===== config.mk =====
export PLATFORM = sky130hd
export DESIGN_NAME = adcm_ctrl
export DESIGN_NICKNAME = d
export VERILOG_FILES = /design/src/common/adcm_pkg.sv /design/src/common/adcm_clk_if.sv /design/src/hdl/adcm_ctrl.sv /design/src/hdl/adcm_clksel.sv
export SDC_FILE = /design/constraint.sdc
export NUM_CORES = 1
export LEC_CHECK = 0
export ABC_AREA = 1
export BUFFER_PORTS_ARGS = -buffer_cell sky130_fd_sc_hd__buf_2
export CORE_MARGIN = 3
export CORE_UTILIZATION = 49
export CTS_BUF_LIST = sky130_fd_sc_hd__clkbuf_4 sky130_fd_sc_hd__clkbuf_8
export CTS_CLUSTER_DIAMETER = 150
export DETAILED_ROUTE_END_ITERATION = 8
export HOLD_SLACK_MARGIN = 0.15
export PLACE_DENSITY = 0.74
export SYNTH_ARGS = -nofsm -noshare
export SYNTH_HDL_FRONTEND = slang
export SYNTH_HIERARCHICAL = 1
export SYNTH_SLANG_ARGS = --single-unit

===== constraint.sdc =====
create_clock -name I_REF_CLK -period 2.57 [get_ports I_REF_CLK]
set_input_delay 0.257 -clock I_REF_CLK [delete_from_list [all_inputs] [get_ports I_REF_CLK]]
set_output_delay 0.257 -clock I_REF_CLK [all_outputs]
set_load 0.005 [all_outputs]

===== src/common/adcm_pkg.sv =====
// constants, types and rate table for the converter mode and clock control
package adcm_pkg;
  localparam int          CLK_HZ       = 125_000_000;
  localparam int          OSC_HZ       = 64_000;
  localparam int          OSC_HALF_CYC = CLK_HZ / (2 * OSC_HZ);
  localparam int          SETTLE_US    = 1000;
  localparam int          SETTLE_CYC   = (CLK_HZ / 1_000_000) * SETTLE_US;
  localparam logic [15:0] MODE_RST     = 16'h000A;
  localparam int          MD_MSB       = 15;
  localparam int          MD_LSB       = 13;
  localparam int          CS_MSB       = 7;
  localparam int          CS_LSB       = 6;
  localparam int          FS_MSB       = 3;
  localparam int          FS_LSB       = 0;
  localparam logic [2:0]  RS_MODE      = 3'h1;
  localparam logic [2:0]  RS_CFG       = 3'h2;
  localparam logic [2:0]  RS_IO        = 3'h5;
  localparam logic [2:0]  MD_CONT      = 3'h0;
  localparam logic [2:0]  MD_SINGLE    = 3'h1;
  localparam logic [2:0]  MD_IDLE      = 3'h2;
  localparam logic [2:0]  MD_PDN       = 3'h3;
  localparam logic [1:0]  CS_INT       = 2'h0;
  localparam logic [1:0]  CS_INT_OUT   = 2'h1;
  localparam logic [1:0]  CS_EXT       = 2'h2;
  localparam logic [1:0]  CS_EXT_DIV2  = 2'h3;

  typedef enum logic [1:0] {
    ST_PDN    = 2'b00,
    ST_SETTLE = 2'b01,
    ST_CONV   = 2'b10,
    ST_IDLE   = 2'b11
  } adcm_state_e;

  // converter clock ticks per output-rate period, per update rate code
  function automatic logic [13:0] adcm_rate_ticks(input logic [3:0] fs);
    case (fs)
      4'h1:    adcm_rate_ticks = 14'h0088;
      4'h2:    adcm_rate_ticks = 14'h0108;
      4'h3:    adcm_rate_ticks = 14'h0208;
      4'h4:    adcm_rate_ticks = 14'h0408;
      4'h5:    adcm_rate_ticks = 14'h0500;
      4'h6:    adcm_rate_ticks = 14'h0669;
      4'h7:    adcm_rate_ticks = 14'h0788;
      4'h8:    adcm_rate_ticks = 14'h0CC1;
      4'h9:    adcm_rate_ticks = 14'h0EF8;
      4'hA:    adcm_rate_ticks = 14'h0EF8;
      4'hB:    adcm_rate_ticks = 14'h1400;
      4'hC:    adcm_rate_ticks = 14'h1900;
      4'hD:    adcm_rate_ticks = 14'h1E03;
      4'hE:    adcm_rate_ticks = 14'h2800;
      default: adcm_rate_ticks = 14'h3BF4;
    endcase
  endfunction
endpackage


===== src/common/adcm_clk_if.sv =====
// carrier between the mode control and the converter clock source
`timescale 1ns/1ps
interface adcm_clk_if;
  logic [1:0] sel;
  logic       run;
  logic       ext_clk;
  logic       tick;
  logic       clk_out;
  logic       clk_oe;
  modport ctrl (output sel, output run, output ext_clk,
                input tick, input clk_out, input clk_oe);
  modport src  (input sel, input run, input ext_clk,
                output tick, output clk_out, output clk_oe);
endinterface


===== src/hdl/adcm_ctrl.sv =====
// converter mode sequencing, conversion timing, ready flag and result shift-out
`timescale 1ns/1ps
// Contract
// - sel 01: internal oscillator, drive clock pin
// - sel 10: use external clock directly
// - sel 11: external clock divided by two
// - continuous mode stores results, ready low
// - reset leaves continuous conversion mode selected
// - continuous read shifts results on serial clock
// - first result two periods, then one each
// - single: settle 1 ms, convert, power down
// - single result and ready held until read
// - idle holds filter and modulator in reset
// - power-down switches off everything incl clock pin
// - sel 00: internal oscillator, pin undriven
// - ready set by read, pre-update, power-down
// - mode write resets filter, sets ready flag
// - 16-bit mode register, select 001, reset 0x000A
module adcm_ctrl
  import adcm_pkg::*;
#(
  parameter int DATA_W      = 20,
  parameter int SETTLE_CYCS = SETTLE_CYC
)
(
  input  wire logic              I_REF_CLK,
  input  wire logic              I_NRST,
  input  wire logic              I_REG_WR,
  input  wire logic [2:0]        I_REG_SEL,
  input  wire logic [15:0]       I_REG_WDATA,
  input  wire logic              I_CONT_READ,
  input  wire logic              I_READ_REQ,
  input  wire logic              I_SCLK,
  input  wire logic              I_EXT_CLK,
  input  wire logic [DATA_W-1:0] I_CONV_RESULT,
  output logic      [15:0]       O_MODE,
  output logic      [DATA_W-1:0] O_DATA,
  output logic                   O_RDY_N,
  output logic                   O_DOUT,
  output logic                   O_CLK_OUT,
  output logic                   O_CLK_OE,
  output logic                   O_MOD_RST,
  output logic                   O_PWR_EN
);
  if (DATA_W < 2 || DATA_W > 32 || SETTLE_CYCS < 1 || SETTLE_CYCS > 1_000_000)
  begin : g_param_check
    $error("adcm_ctrl: parameter out of range");
  end

  adcm_clk_if cif ();

  adcm_state_e       state_reg;
  adcm_state_e       state_next;
  logic [15:0]       mode_reg;
  logic [DATA_W-1:0] data_reg;
  logic              rdy_n_reg;
  logic              rdy_n_next;
  logic [13:0]       tick_cnt_reg;
  logic              need2_reg;
  logic [19:0]       settle_reg;
  logic              mod_rst_reg;
  logic              pwr_en_reg;
  logic              sclk1_reg;
  logic              sclk2_reg;
  logic              sclk3_reg;
  logic [DATA_W-1:0] sh_reg;
  logic [5:0]        bcnt_reg;
  logic              busy_reg;
  logic [2:0]        md;
  logic [2:0]        wr_md;
  logic [13:0]       per_ticks;
  logic              mode_wr;
  logic              restart;
  logic              per_end;
  logic              conv_done;
  logic              pre_upd;
  logic              pdn_entry;
  logic              sclk_rise;
  logic              load_cont;
  logic              load_req;
  logic              read_done;

  assign md        = mode_reg[MD_MSB:MD_LSB];
  assign wr_md     = I_REG_WDATA[MD_MSB:MD_LSB];
  assign per_ticks = adcm_rate_ticks(mode_reg[FS_MSB:FS_LSB]);
  assign mode_wr   = I_REG_WR && I_REG_SEL == RS_MODE;
  // a config or io write restarts the filter but keeps the ready flag
  assign restart   = mode_wr || (I_REG_WR && (I_REG_SEL == RS_CFG || I_REG_SEL == RS_IO));
  assign per_end   = state_reg == ST_CONV && cif.tick && !restart
                     && tick_cnt_reg == per_ticks - 14'h0001;
  assign conv_done = per_end && !need2_reg;
  assign pre_upd   = state_reg == ST_CONV && cif.tick && !restart && !need2_reg
                     && tick_cnt_reg == per_ticks - 14'h0002;
  assign pdn_entry = state_next == ST_PDN && state_reg != ST_PDN;
  assign sclk_rise = sclk2_reg & ~sclk3_reg;
  assign load_cont = I_CONT_READ && conv_done;
  assign load_req  = I_READ_REQ && !busy_reg && !load_cont;
  assign read_done = busy_reg && sclk_rise && bcnt_reg == 6'h00;

  // the clock pin is released in power-down; idle keeps the clocks running
  assign cif.sel     = mode_reg[CS_MSB:CS_LSB];
  assign cif.run     = state_reg != ST_PDN;
  assign cif.ext_clk = I_EXT_CLK;

  adcm_clksel u_clksel (
    .i_clk  (I_REF_CLK),
    .i_nrst (I_NRST),
    .cif    (cif.src)
  );

  always_comb
  begin
    state_next = state_reg;
    if (mode_wr)
    begin
      case (wr_md)
        MD_CONT:   state_next = ST_CONV;
        MD_SINGLE: state_next = ST_SETTLE;
        MD_PDN:    state_next = ST_PDN;
        default:   state_next = ST_IDLE;
      endcase
    end
    else
    begin
      case (state_reg)
        ST_SETTLE: if (settle_reg == 20'h00000) state_next = ST_CONV;
        ST_CONV:   if (conv_done && md == MD_SINGLE) state_next = ST_PDN;
        default:   state_next = state_reg;
      endcase
    end
  end

  // a finished conversion wins over every event that sets the flag
  always_comb
  begin
    rdy_n_next = rdy_n_reg;
    if (conv_done)
      rdy_n_next = 1'b0;
    else if (mode_wr || pre_upd || read_done || pdn_entry)
      rdy_n_next = 1'b1;
  end

  always_ff @(posedge I_REF_CLK)
  begin
    if (!I_NRST)
    begin
      state_reg    <= ST_CONV;
      mode_reg     <= MODE_RST;
      data_reg     <= '0;
      rdy_n_reg    <= 1'b1;
      tick_cnt_reg <= 14'h0000;
      need2_reg    <= 1'b1;
      settle_reg   <= 20'h00000;
      mod_rst_reg  <= 1'b0;
      pwr_en_reg   <= 1'b1;
    end
    else
    begin
      state_reg    <= state_next;
      mode_reg     <= mode_wr ? I_REG_WDATA : mode_reg;
      data_reg     <= conv_done ? I_CONV_RESULT : data_reg;
      rdy_n_reg    <= rdy_n_next;
      tick_cnt_reg <= (restart || state_reg != ST_CONV || per_end) ? 14'h0000
                      : (cif.tick ? tick_cnt_reg + 14'h0001 : tick_cnt_reg);
      need2_reg    <= (restart || state_reg != ST_CONV) ? 1'b1
                      : (per_end ? 1'b0 : need2_reg);
      settle_reg   <= (mode_wr && wr_md == MD_SINGLE) ? 20'(SETTLE_CYCS - 1)
                      : (settle_reg != 20'h00000 ? settle_reg - 20'h00001 : settle_reg);
      mod_rst_reg  <= state_next != ST_CONV || restart;
      pwr_en_reg   <= state_next != ST_PDN;
    end
  end

  // host samples a bit at each serial clock rise; the next one follows
  always_ff @(posedge I_REF_CLK)
  begin
    if (!I_NRST)
    begin
      sclk1_reg <= 1'b1;
      sclk2_reg <= 1'b1;
      sclk3_reg <= 1'b1;
      sh_reg    <= '0;
      bcnt_reg  <= 6'h00;
      busy_reg  <= 1'b0;
    end
    else
    begin
      sclk1_reg <= I_SCLK;
      sclk2_reg <= sclk1_reg;
      sclk3_reg <= sclk2_reg;
      if (load_cont || load_req)
      begin
        sh_reg   <= load_cont ? I_CONV_RESULT : data_reg;
        bcnt_reg <= 6'(DATA_W - 1);
        busy_reg <= 1'b1;
      end
      else if (busy_reg && sclk_rise)
      begin
        sh_reg   <= {sh_reg[DATA_W-2:0], 1'b0};
        bcnt_reg <= bcnt_reg - 6'h01;
        busy_reg <= bcnt_reg != 6'h00;
      end
    end
  end

  assign O_MODE    = mode_reg;
  assign O_DATA    = data_reg;
  assign O_RDY_N   = rdy_n_reg;
  assign O_DOUT    = sh_reg[DATA_W-1];
  assign O_CLK_OUT = cif.clk_out;
  assign O_CLK_OE  = cif.clk_oe;
  assign O_MOD_RST = mod_rst_reg;
  assign O_PWR_EN  = pwr_en_reg;

  logic [15:0] since_reg;
  always_ff @(posedge I_REF_CLK)
  begin
    if (!I_NRST || restart || state_reg != ST_CONV)
      since_reg <= 16'h0000;
    else if (cif.tick && since_reg != 16'hFFFF)
      since_reg <= since_reg + 16'h0001;
  end
endmodule // adcm_ctrl


===== src/hdl/adcm_clksel.sv =====
// converter clock source: internal oscillator, external pin, external halved
`timescale 1ns/1ps
module adcm_clksel
  import adcm_pkg::*;
(
  input  wire logic i_clk,
  input  wire logic i_nrst,
  adcm_clk_if.src   cif
);
  logic        ext1_reg;
  logic        ext2_reg;
  logic        ext3_reg;
  logic        half_reg;
  logic [10:0] osc_cnt_reg;
  logic        osc_reg;
  logic        tick_reg;
  logic        oe_reg;
  logic        ext_rise;
  logic        osc_wrap;
  logic        osc_rise;
  logic        src_tick;

  assign ext_rise = ext2_reg & ~ext3_reg;
  assign osc_wrap = osc_cnt_reg == 11'(OSC_HALF_CYC - 1);
  assign osc_rise = osc_wrap & ~osc_reg;
  // halving uses every second external rising edge
  assign src_tick = (cif.sel == CS_EXT)      ? ext_rise :
                    (cif.sel == CS_EXT_DIV2) ? ext_rise & half_reg : osc_rise;

  always_ff @(posedge i_clk)
  begin
    if (!i_nrst)
    begin
      ext1_reg    <= 1'b0;
      ext2_reg    <= 1'b0;
      ext3_reg    <= 1'b0;
      half_reg    <= 1'b0;
      osc_cnt_reg <= 11'h000;
      osc_reg     <= 1'b0;
      tick_reg    <= 1'b0;
      oe_reg      <= 1'b0;
    end
    else
    begin
      ext1_reg    <= cif.ext_clk;
      ext2_reg    <= ext1_reg;
      ext3_reg    <= ext2_reg;
      half_reg    <= ext_rise ? ~half_reg : half_reg;
      osc_cnt_reg <= (!cif.run || osc_wrap) ? 11'h000 : osc_cnt_reg + 11'h001;
      osc_reg     <= !cif.run ? 1'b0 : (osc_wrap ? ~osc_reg : osc_reg);
      tick_reg    <= cif.run & src_tick;
      oe_reg      <= cif.run & (cif.sel == CS_INT_OUT);
    end
  end

  assign cif.tick    = tick_reg;
  assign cif.clk_out = osc_reg;
  assign cif.clk_oe  = oe_reg;
endmodule // adcm_clksel


==> summary.txt, run 1 <==
Worst setup path
  – CP Class: reg -> reg
  – WP data required: ~3000 ps
  – Crit path max fanout: 11
  – Worst EP arrival: roughly 2700 ps
  – CP Launch Type: flop
  – Worst Setup End Kind: flop

Pwr
  – Switching power: around 2100 uW
  – Int Power: approximately 3900 uW
  – Sw Ratio: 35.00%
  – Maximum VDD drop: 0.0006151 V
  – Sequential share of power: between 40% and 50%
  – Combinational share of power: 26.7%
  – Lkg Pwr: 0.003713 uW
  – Power per cell area: between 700 and 800 nW/um2
  – Clock Power Share: about 31%

Logic synthesis
  – Post-Synth Simple-Gate Area: approximately 29%
  – Post-synth EDFFs: 0
  – Post-synthesis xor/xnor area fraction: under 10%
  – Adder-cell share of the synthesized area: just over 3%
  – Async SR Flop Fraction: 0%
  – Synth Flop Type: dfxtp_1
  – Synth unique cells: 40
  – Mapped cell area: between 6000 and 7000 um2
  – Register area share after synthesis: about 40%
  – Share of the synthesized area in the top cell type: 40.20%
  – Multiplexer area fraction after synthesis: 0%
  – Top cell type by total area after synthesis: dfxtp_1
  – Warnings, synthesis: 6
  – Most frequent cell after synthesis: nand2_1
  – Synth Area in Compound Gates: 13.87%
  – Gate Count Post-Synth: roughly 990
  – Synth area leaders: dfxtp_1 40%, nand2_1 11%, nor2_1 7.0%
  – Syn_nets: 1052
  – Post-synth top cells: 206 x nand2_1, 138 x dfxtp_1, 129 x nor2_1
  – Synthesis-stage register bit count: approximately 140
  – Syn_area_per_cell: ~6.9 um2
  – Largest family of logic cells by synthesized area: simple AND/OR/NAND/NOR gates

Route
  – Drt pass-1 iters: 5
  – Routed len/inst: between 10 and 15 um
  – Antenna Nets Post-Route: 0
  – DR iter-0 viols: ~500
  – Residual DRC: 0
  – Post-Route WL: between 15 and 20 mm
  – Via count: between 6000 and 7000
  – Vias per std cell: 5.068

Place
  – RD Place Congestion: about 0.90
  – Inst Count DP: approximately 1200
  – Dpl hpwl: ~12 mm
  – Port Buffer Count: slightly below 90

Clocking
  – Num CTS Buffers: 17
  – Buffer depth of the longest clock path: 2
  – Clock sinks: around 140
  – Clock latency on the worst-skew pair: around 460 ps
  – Clock-pin slew on the worst setup and hold paths: 90 ps
  – H-tree Lvls: 4
  – CTS tree: yes
  – Clock root buffer: clkbuf_8

Floorplanning
  – IO Pins: 88
  – Die X: about 120 um
  – Core Region: around 13000 um2
  – Starting Density: just over 50%
  – Die area: around 15000 um2
  – Die H: ~120 um
  – # rows: 42

STA
  – Rel. slew slack: between 60 and 70%
  – Worst Skew: 12.27 ps
  – FMAX: 423.0 MHz
  – Period utilization: between 90% and 100%
  – Crit path time final: 2364 ps
  – Finish-stage setup viols: 0
  – Final Hold Viols: 0
  – Number of max-slew violations in the final report: 0
  – Worst hold slack: approximately 190 ps
  – Actual slew at the worst max-slew pin: 461.5 ps

Run status
  – Outcome: completed

Global routing
  – Largest net degree at the start of global routing: 47
  – First-pass GRT wire length: between 20 and 30 mm
  – Vias in the first global route: between 6000 and 7000
  – Tot GR Track Use: about 22%
  – Grt total ovfl: 0
  – Antenna violations before repair: 0

Cells and area
  – Nets: about 1200
  – Antenna diodes: 0
  – Layout fillers: about 1200
  – Non-filler cells, final: between 1000 and 1500
  – Area delta synth->final: 22.56%
  – Layout cells sized above 1: ~16%
  – Finished Core Util: between 60% and 70%

Job
  – Max Cap Viol: 0

Hold path
  – Hold Path Class: in -> reg
cell usage in the layout (no fill, tap or decap), types with 6 or more instances in the layout:
| cell | count |
|---|---|
| nand2_1 | 205 |
| dfxtp_1 | 138 |
| nor2_1 | 128 |
| inv_1 | 121 |
| buf_2 | 87 |
| o21ai_0 | 69 |
| nand3_1 | 64 |
| a21oi_1 | 63 |
| dlygate4sd3_1 | 37 |
| xor2_1 | 22 |
| buf_4 | 20 |
| o21ai_1 | 19 |
| clkbuf_8 | 17 |
| nor3_1 | 16 |
| a31oi_1 | 16 |
| ha_1 | 15 |
| xnor2_1 | 11 |
| nor2_2 | 10 |
| or2_2 | 7 |
| clkinv_4 | 6 |
worst max-delay path: stages (launching register included):
cell and delay, ps:
dfxtp_1 330, inv_2 110, ha_4 170, inv_2 30, nor2_1 100, nand2_2 90
inv_1 80, nand2_1 60, nand2_1 50, nand2_1 50, nor2_2 110, nand3_2 120
nor3_4 210, buf_12 140, nand2_4 60, buf_6 150, nand3_1 60, o21ai_1 90
a21oi_1 150, a21oi_1 80
power by group through the flow:
stage          sequential [uW]  combinational [uW]  clock [uW]
2_1_floorplan             2560                1180           0
3_5_place_dp              2600                1530           0
6_report                  2560                1600        1820
4_1_cts                   2550                1580        1860
5_1_grt                   2600                1840        1960
3_3_place_gp              2600                1500           0
area by class of cell:
cell class / count / area [um2] / share of cell area [%]
Timing Repair Buffer: 147 / 998.5 / 11.85
Multi-Input combinational cell: 694 / 3525 / 41.84
Clock buffer: 19 / 249.0 / 2.956
Inverter: 131 / 500.5 / 5.942
Timing Repair inverter: 1 / 7.507 / 0.08913
Clock inverter: 13 / 160.2 / 1.901
Sequential cell: 138 / 2763 / 32.80
Tap cell: 176 / 220.2 / 2.614
cell families (layout without fill, tap and decap cells):
logic type,after synthesis,in the layout
xor gates and xnor gates,33,33
AOI/OAI and AO/OA,180,180
and+or+nand+nor,464,464
adders and majority gates,17,17
DFF,138,138
buffers and inverters,157,311
per-layer routing:
layer / share of wire [%] / wire length (um) / vias to the layer above / track usage, %
li1: - / - / 3472 / -
met1: 46 / 7856 / 3008 / 28.87
met2: 48 / 8199 / 175 / 37.31
met3: 5.1 / 877 / 30 / 4.674
met4: 1.8 / 309 / 0 / 6.576
met5: 0 / 0 / - / 0
worst paths after layout:
check,startpoint,to,slack (ps),cells past startpoint
setup reg to reg,per_ticks[1]$_SDFF_PN0_,sh_reg[5]$_SDFFE_PN0P_,210,19
hold reg to reg,sclk1_reg$_SDFF_PN1_,sclk2_reg$_SDFF_PN1_,420,1
setup / recovery,per_ticks[1]$_SDFF_PN0_,sh_reg[5]$_SDFFE_PN0P_,210,19
hold / removal,I_NRST,state_reg[0]$_SDFF_PN0_,190,3
per-stage QoR:
step	power, uW	setup slack, ps	cell area, um2	TNS, ps
finish	5975	205.7	8423	0
global route	6390	-9.873	8423	-18.33
CTS	5998	-19.68	8322	-19.68
detailed placement	4132	-16.61	7542	-16.61
global placement	4105	89.58	7542	0
floorplan	3742	264.3	6873	0
repair_timing:
| item | in CTS | in global routing |
|---|---|---|
| setup endpoints to repair | 1 | 46 |
| endpoints found under the hold margin | 44 | 0 |
| setup buffers | 0 | 3 |
| cloned | 0 | 1 |
| pin swaps | 0 | 2 |
| hold buffers | 37 | 0 |
| resized for setup | 0 | 22 |
No activity file was read; power rests on OpenSTA's default activity.
==> run 2, diff against run 1 <==
SYNTH_HIERARCHICAL = default   (was 1)
==> run 2 against run 1 <==
Against the previous run: total power rose by 1.8%; global-route usage fell by 0.15 points; die area fell by 0.26%; largest power group unchanged; worst hold slack improved by 18 ps; first-iteration DRC count fell by 0.62%; combinational power rose by 6%; via count barely moved; critical path depth rose by 2; utilization fell by 0.68 points; flip-flop and latch count did not move.
==> summary.txt, run 2 <==
Worst setup path
  – Worst Setup End Kind: flop
  – Reg-to-reg startpoint: per_ticks[0]$_DFF_P_
  – CP Class: reg -> reg
  – Crit path max fanout: 5 (-6)
  – Crit-path slowest cell: dfxtp_4
  – Max incr delay on CP: 370 ps (+40 ps)
  – Crit-path most repeated cell: nand2_1
  – CP startpoint: per_ticks[0]$_DFF_P_
  – CP bufs+invs: 4 (-1)
  – CP Launch Type: flop
  – WP data required: 2920 ps (about the same)
  – Crit path cell chain: inv_2 > ha_2 > inv_1 > nand2_1 > nand2_1 > nand2_1 > nor2_1 > nand2_1 > nor2_2 > nand3_2 > nor2_4 > nand2_2 > nor2_4 > nand2_4 > nand2_4 > nor2_4 > buf_4 > nand2_1 > nand4_1 > nand2_1 > inv_1
  – Worst EP arrival: 2780 ps (+70 ps)
  – Delay-heaviest family, CP: simple AND/OR/NAND/NOR gates

Route
  – Drt pass-1 iters: 5 (unchanged)
  – DR iter-0 viols: 483 (-0.62%)
  – Vias per std cell: 5.092 (+0.47%)
  – Routed len/inst: 13.08 um (about the same)
  – Antenna Nets Post-Route: 0 (unchanged)
  – Residual DRC: 0 (unchanged)
  – Post-Route WL: 17.19 mm (-0.30%)
  – Via count: 6691 (+0.090%)

Floorplanning
  – IO Pins: 88 (unchanged)
  – Die X: 124.3 um (-0.13%)
  – Starting Density: 50.95% (-0.14 points)
  – # rows: 42 (unchanged)
  – Die H: 124.3 um (-0.13%)
  – Die area: 15440 um2 (-0.26%)
  – Core Region: 13450 um2 (unchanged)

Cells and area
  – Area delta synth->final: 21.56%
  – Layout fillers: 1234 (+2.3%)
  – Most common library cell in the layout ignoring fill and taps: nand2_1
  – Finished Core Util: 61.93% (-0.68 points)
  – Most frequent cells in the layout: 201 x nand2_1, 146 x nor2_1, 135 x dfxtp_1, 117 x inv_1, 87 x buf_2
  – Nets: 1187 (-0.50%)
  – Layout cells sized above 1: 16.53% (+0.087 points)

Logic synthesis
  – Share of the synthesized area in the top cell type: 40.31% (+0.11 points)
  – Synth unique cells: 40 (unchanged)
  – Post-synth EDFFs: 0 (unchanged)
  – Synthesis-stage register bit count: 138 (unchanged)
  – Most frequent cell after synthesis: nand2_1
  – Top cell type by total area after synthesis: dfxtp_1
  – Mapped cell area: 6854 um2 (-0.27%)
  – Syn_nets: 1056 (+0.38%)
  – Register area share after synthesis: 40.31% (+0.11 points)
  – Post-synth top cells: 204 x nand2_1, 148 x nor2_1, 138 x dfxtp_1
  – Warnings, synthesis: 0 (-6)
  – Async SR Flop Fraction: 0% (unchanged)
  – Synth Flop Type: dfxtp_1
  – Synth area leaders: dfxtp_1 40%, nand2_1 11%, nor2_1 8.1%
  – Gate Count Post-Synth: 993 (+0.40%)
  – Syn_area_per_cell: 6.902 um2 (-0.67%)

STA
  – Finish-stage setup viols: 0 (unchanged)
  – Crit path time final: 2427 ps (+62.43 ps)
  – Fin worst setup slack: 143.3 ps (-62.43 ps)
  – FMAX: 412.1 MHz (-2.6%)
  – Final Hold Viols: 0 (unchanged)
  – Actual slew at the worst max-slew pin: 512.1 ps (+50.62 ps)
  – Rel. slew slack: 65.55% (-3.7 points)
  – Number of max-slew violations in the final report: 0 (unchanged)
  – Worst Skew: 15.35 ps (+3.073 ps)
  – Period utilization: 94.43% (+2.4 points)

Clocking
  – Num CTS Buffers: 17 (unchanged)
  – Clock root buffer: clkbuf_8
  – H-tree Lvls: 4 (unchanged)
  – CTS tree: yes
  – Clock sinks: 138 (unchanged)
  – Clock latency on the worst-skew pair: 450 ps (about the same)
  – Buffer depth of the longest clock path: 2 (unchanged)
  – Clock-pin slew on the worst setup and hold paths: 80 ps (about the same)

Job
  – Max Cap Viol: 0 (unchanged)

Global routing
  – Largest net degree at the start of global routing: 55 (+17%)
  – First-pass GRT wire length: 28.68 mm (-1.3%)
  – Tot GR Track Use: 22.09% (-0.15 points)
  – Grt total ovfl: 0 (unchanged)
  – Antenna violations before repair: 0 (unchanged)
  – Vias in the first global route: 6163 (-1.8%)

Place
  – Dpl hpwl: 11.93 mm (-0.68%)
  – RD Place Congestion: 0.9645 (+7.5%)
  – Pre-CTS setup slack: 136.0 ps (+152.6 ps)
  – Port Buffer Count: 87 (unchanged)

Hold path
  – Hold Path Class: in -> reg
  – Hold path startpoint: I_REG_WDATA[3]

Run status
  – Outcome: completed

Pwr
  – Lkg Pwr: 0.003797 uW (+2.2%)
  – Maximum VDD drop: 0.0005299 V (-14%)
  – Power per cell area: 729.7 nW/um2 (+2.9%)
[run 2: changes by cell type after synthesis, sizes merged, moves of 3 or more]
cell | previous run | this run
o22ai | 0 | 4
a21oi | 64 | 52
xor2 | 22 | 25
o21a | 0 | 3
o21ai | 89 | 81
nand2 | 212 | 208
nand3 | 68 | 59
nand4 | 4 | 13
nor2 | 140 | 159
[run 2: area by class of cell]
class	count	area [um2]	area share, %
Inverter	131	499.2	5.992
Multi-Input combinational cell	696	3513	42.17
Antenna cell	1	2.502	0.03003
Clock inverter	13	143.9	1.727
Clock buffer	19	255.2	3.064
Timing Repair Buffer	140	928.4	11.14
Sequential cell	138	2769	33.23
Tap cell	176	220.2	2.643
[run 2: power breakdown]
part,switching [uW],internal [uW]
combinational,1020,665
clock,874,909
sequential,225,2380
[run 2: path summary, 6_finish.rpt]
| check | to | slack (ps) | depth (start not counted) |
|---|---|---|---|
| max | sh_reg[17]$_SDFFE_PN0P_ | 140 | 21 |
| min | O_MODE[3]$_SDFFE_PN1P_ | 210 | 5 |
| max reg2reg | sh_reg[17]$_SDFFE_PN0P_ | 140 | 21 |
| min reg2reg | u_clksel.ext2_reg$_SDFF_PN0_ | 410 | 2 |
[run 2: metal layers]
layer  wire length [um]  global-route usage [%]  vias up  share of wire (%)
li1                   -                       -     3450                  -
met3                974                   5.703       30                5.7
met4                303                   5.996        0                1.8
met1               7825                   29.05     3022                 46
met2               8087                   36.10      189                 47
met5                  0                       0        -                  0
[run 2: metrics by stage]
step | power, uW | hold WS [ps] | instances | cell area, um2 | setup TNS (ps)
2_1_floorplan | 3844 | 354.6 | 993 | 6854 | 0
3_3_place_gp | 4209 | 393.8 | 1241 | 7485 | 0
3_5_place_dp | 4237 | 399.9 | 1241 | 7485 | 0
4_1_cts | 6066 | 187.8 | 1308 | 8234 | 0
5_1_grt | 6531 | 221.3 | 1313 | 8329 | -27.22
6_report | 6080 | 209.5 | 1314 | 8332 | 0
[run 2: cell families after synthesis]
family / Yosys count / share of synthesized area [%]
simple gates: 477 / 29.90
compound gates: 165 / 12.94
buf+inv: 159 / 8.981
flops: 138 / 40.31
xor+xnor: 35 / 4.472
fa+ha+maj: 17 / 3.103
mux: 2 / 0.2921
[run 2: tightest hold or removal path, cell delays in order]
cell and delay, ps:
buf_2 70, nand2_1 40, nand2_1 50, nor2_1 70, inv_2 120
[run 2: what timing repair did]
action                                  4_1_cts  5_1_grt
resized for setup                             0       25
endpoints found under the hold margin        51        0
endpoints found under the setup margin        0       26
hold buffers                                 35        0
setup buffers                                 0        5
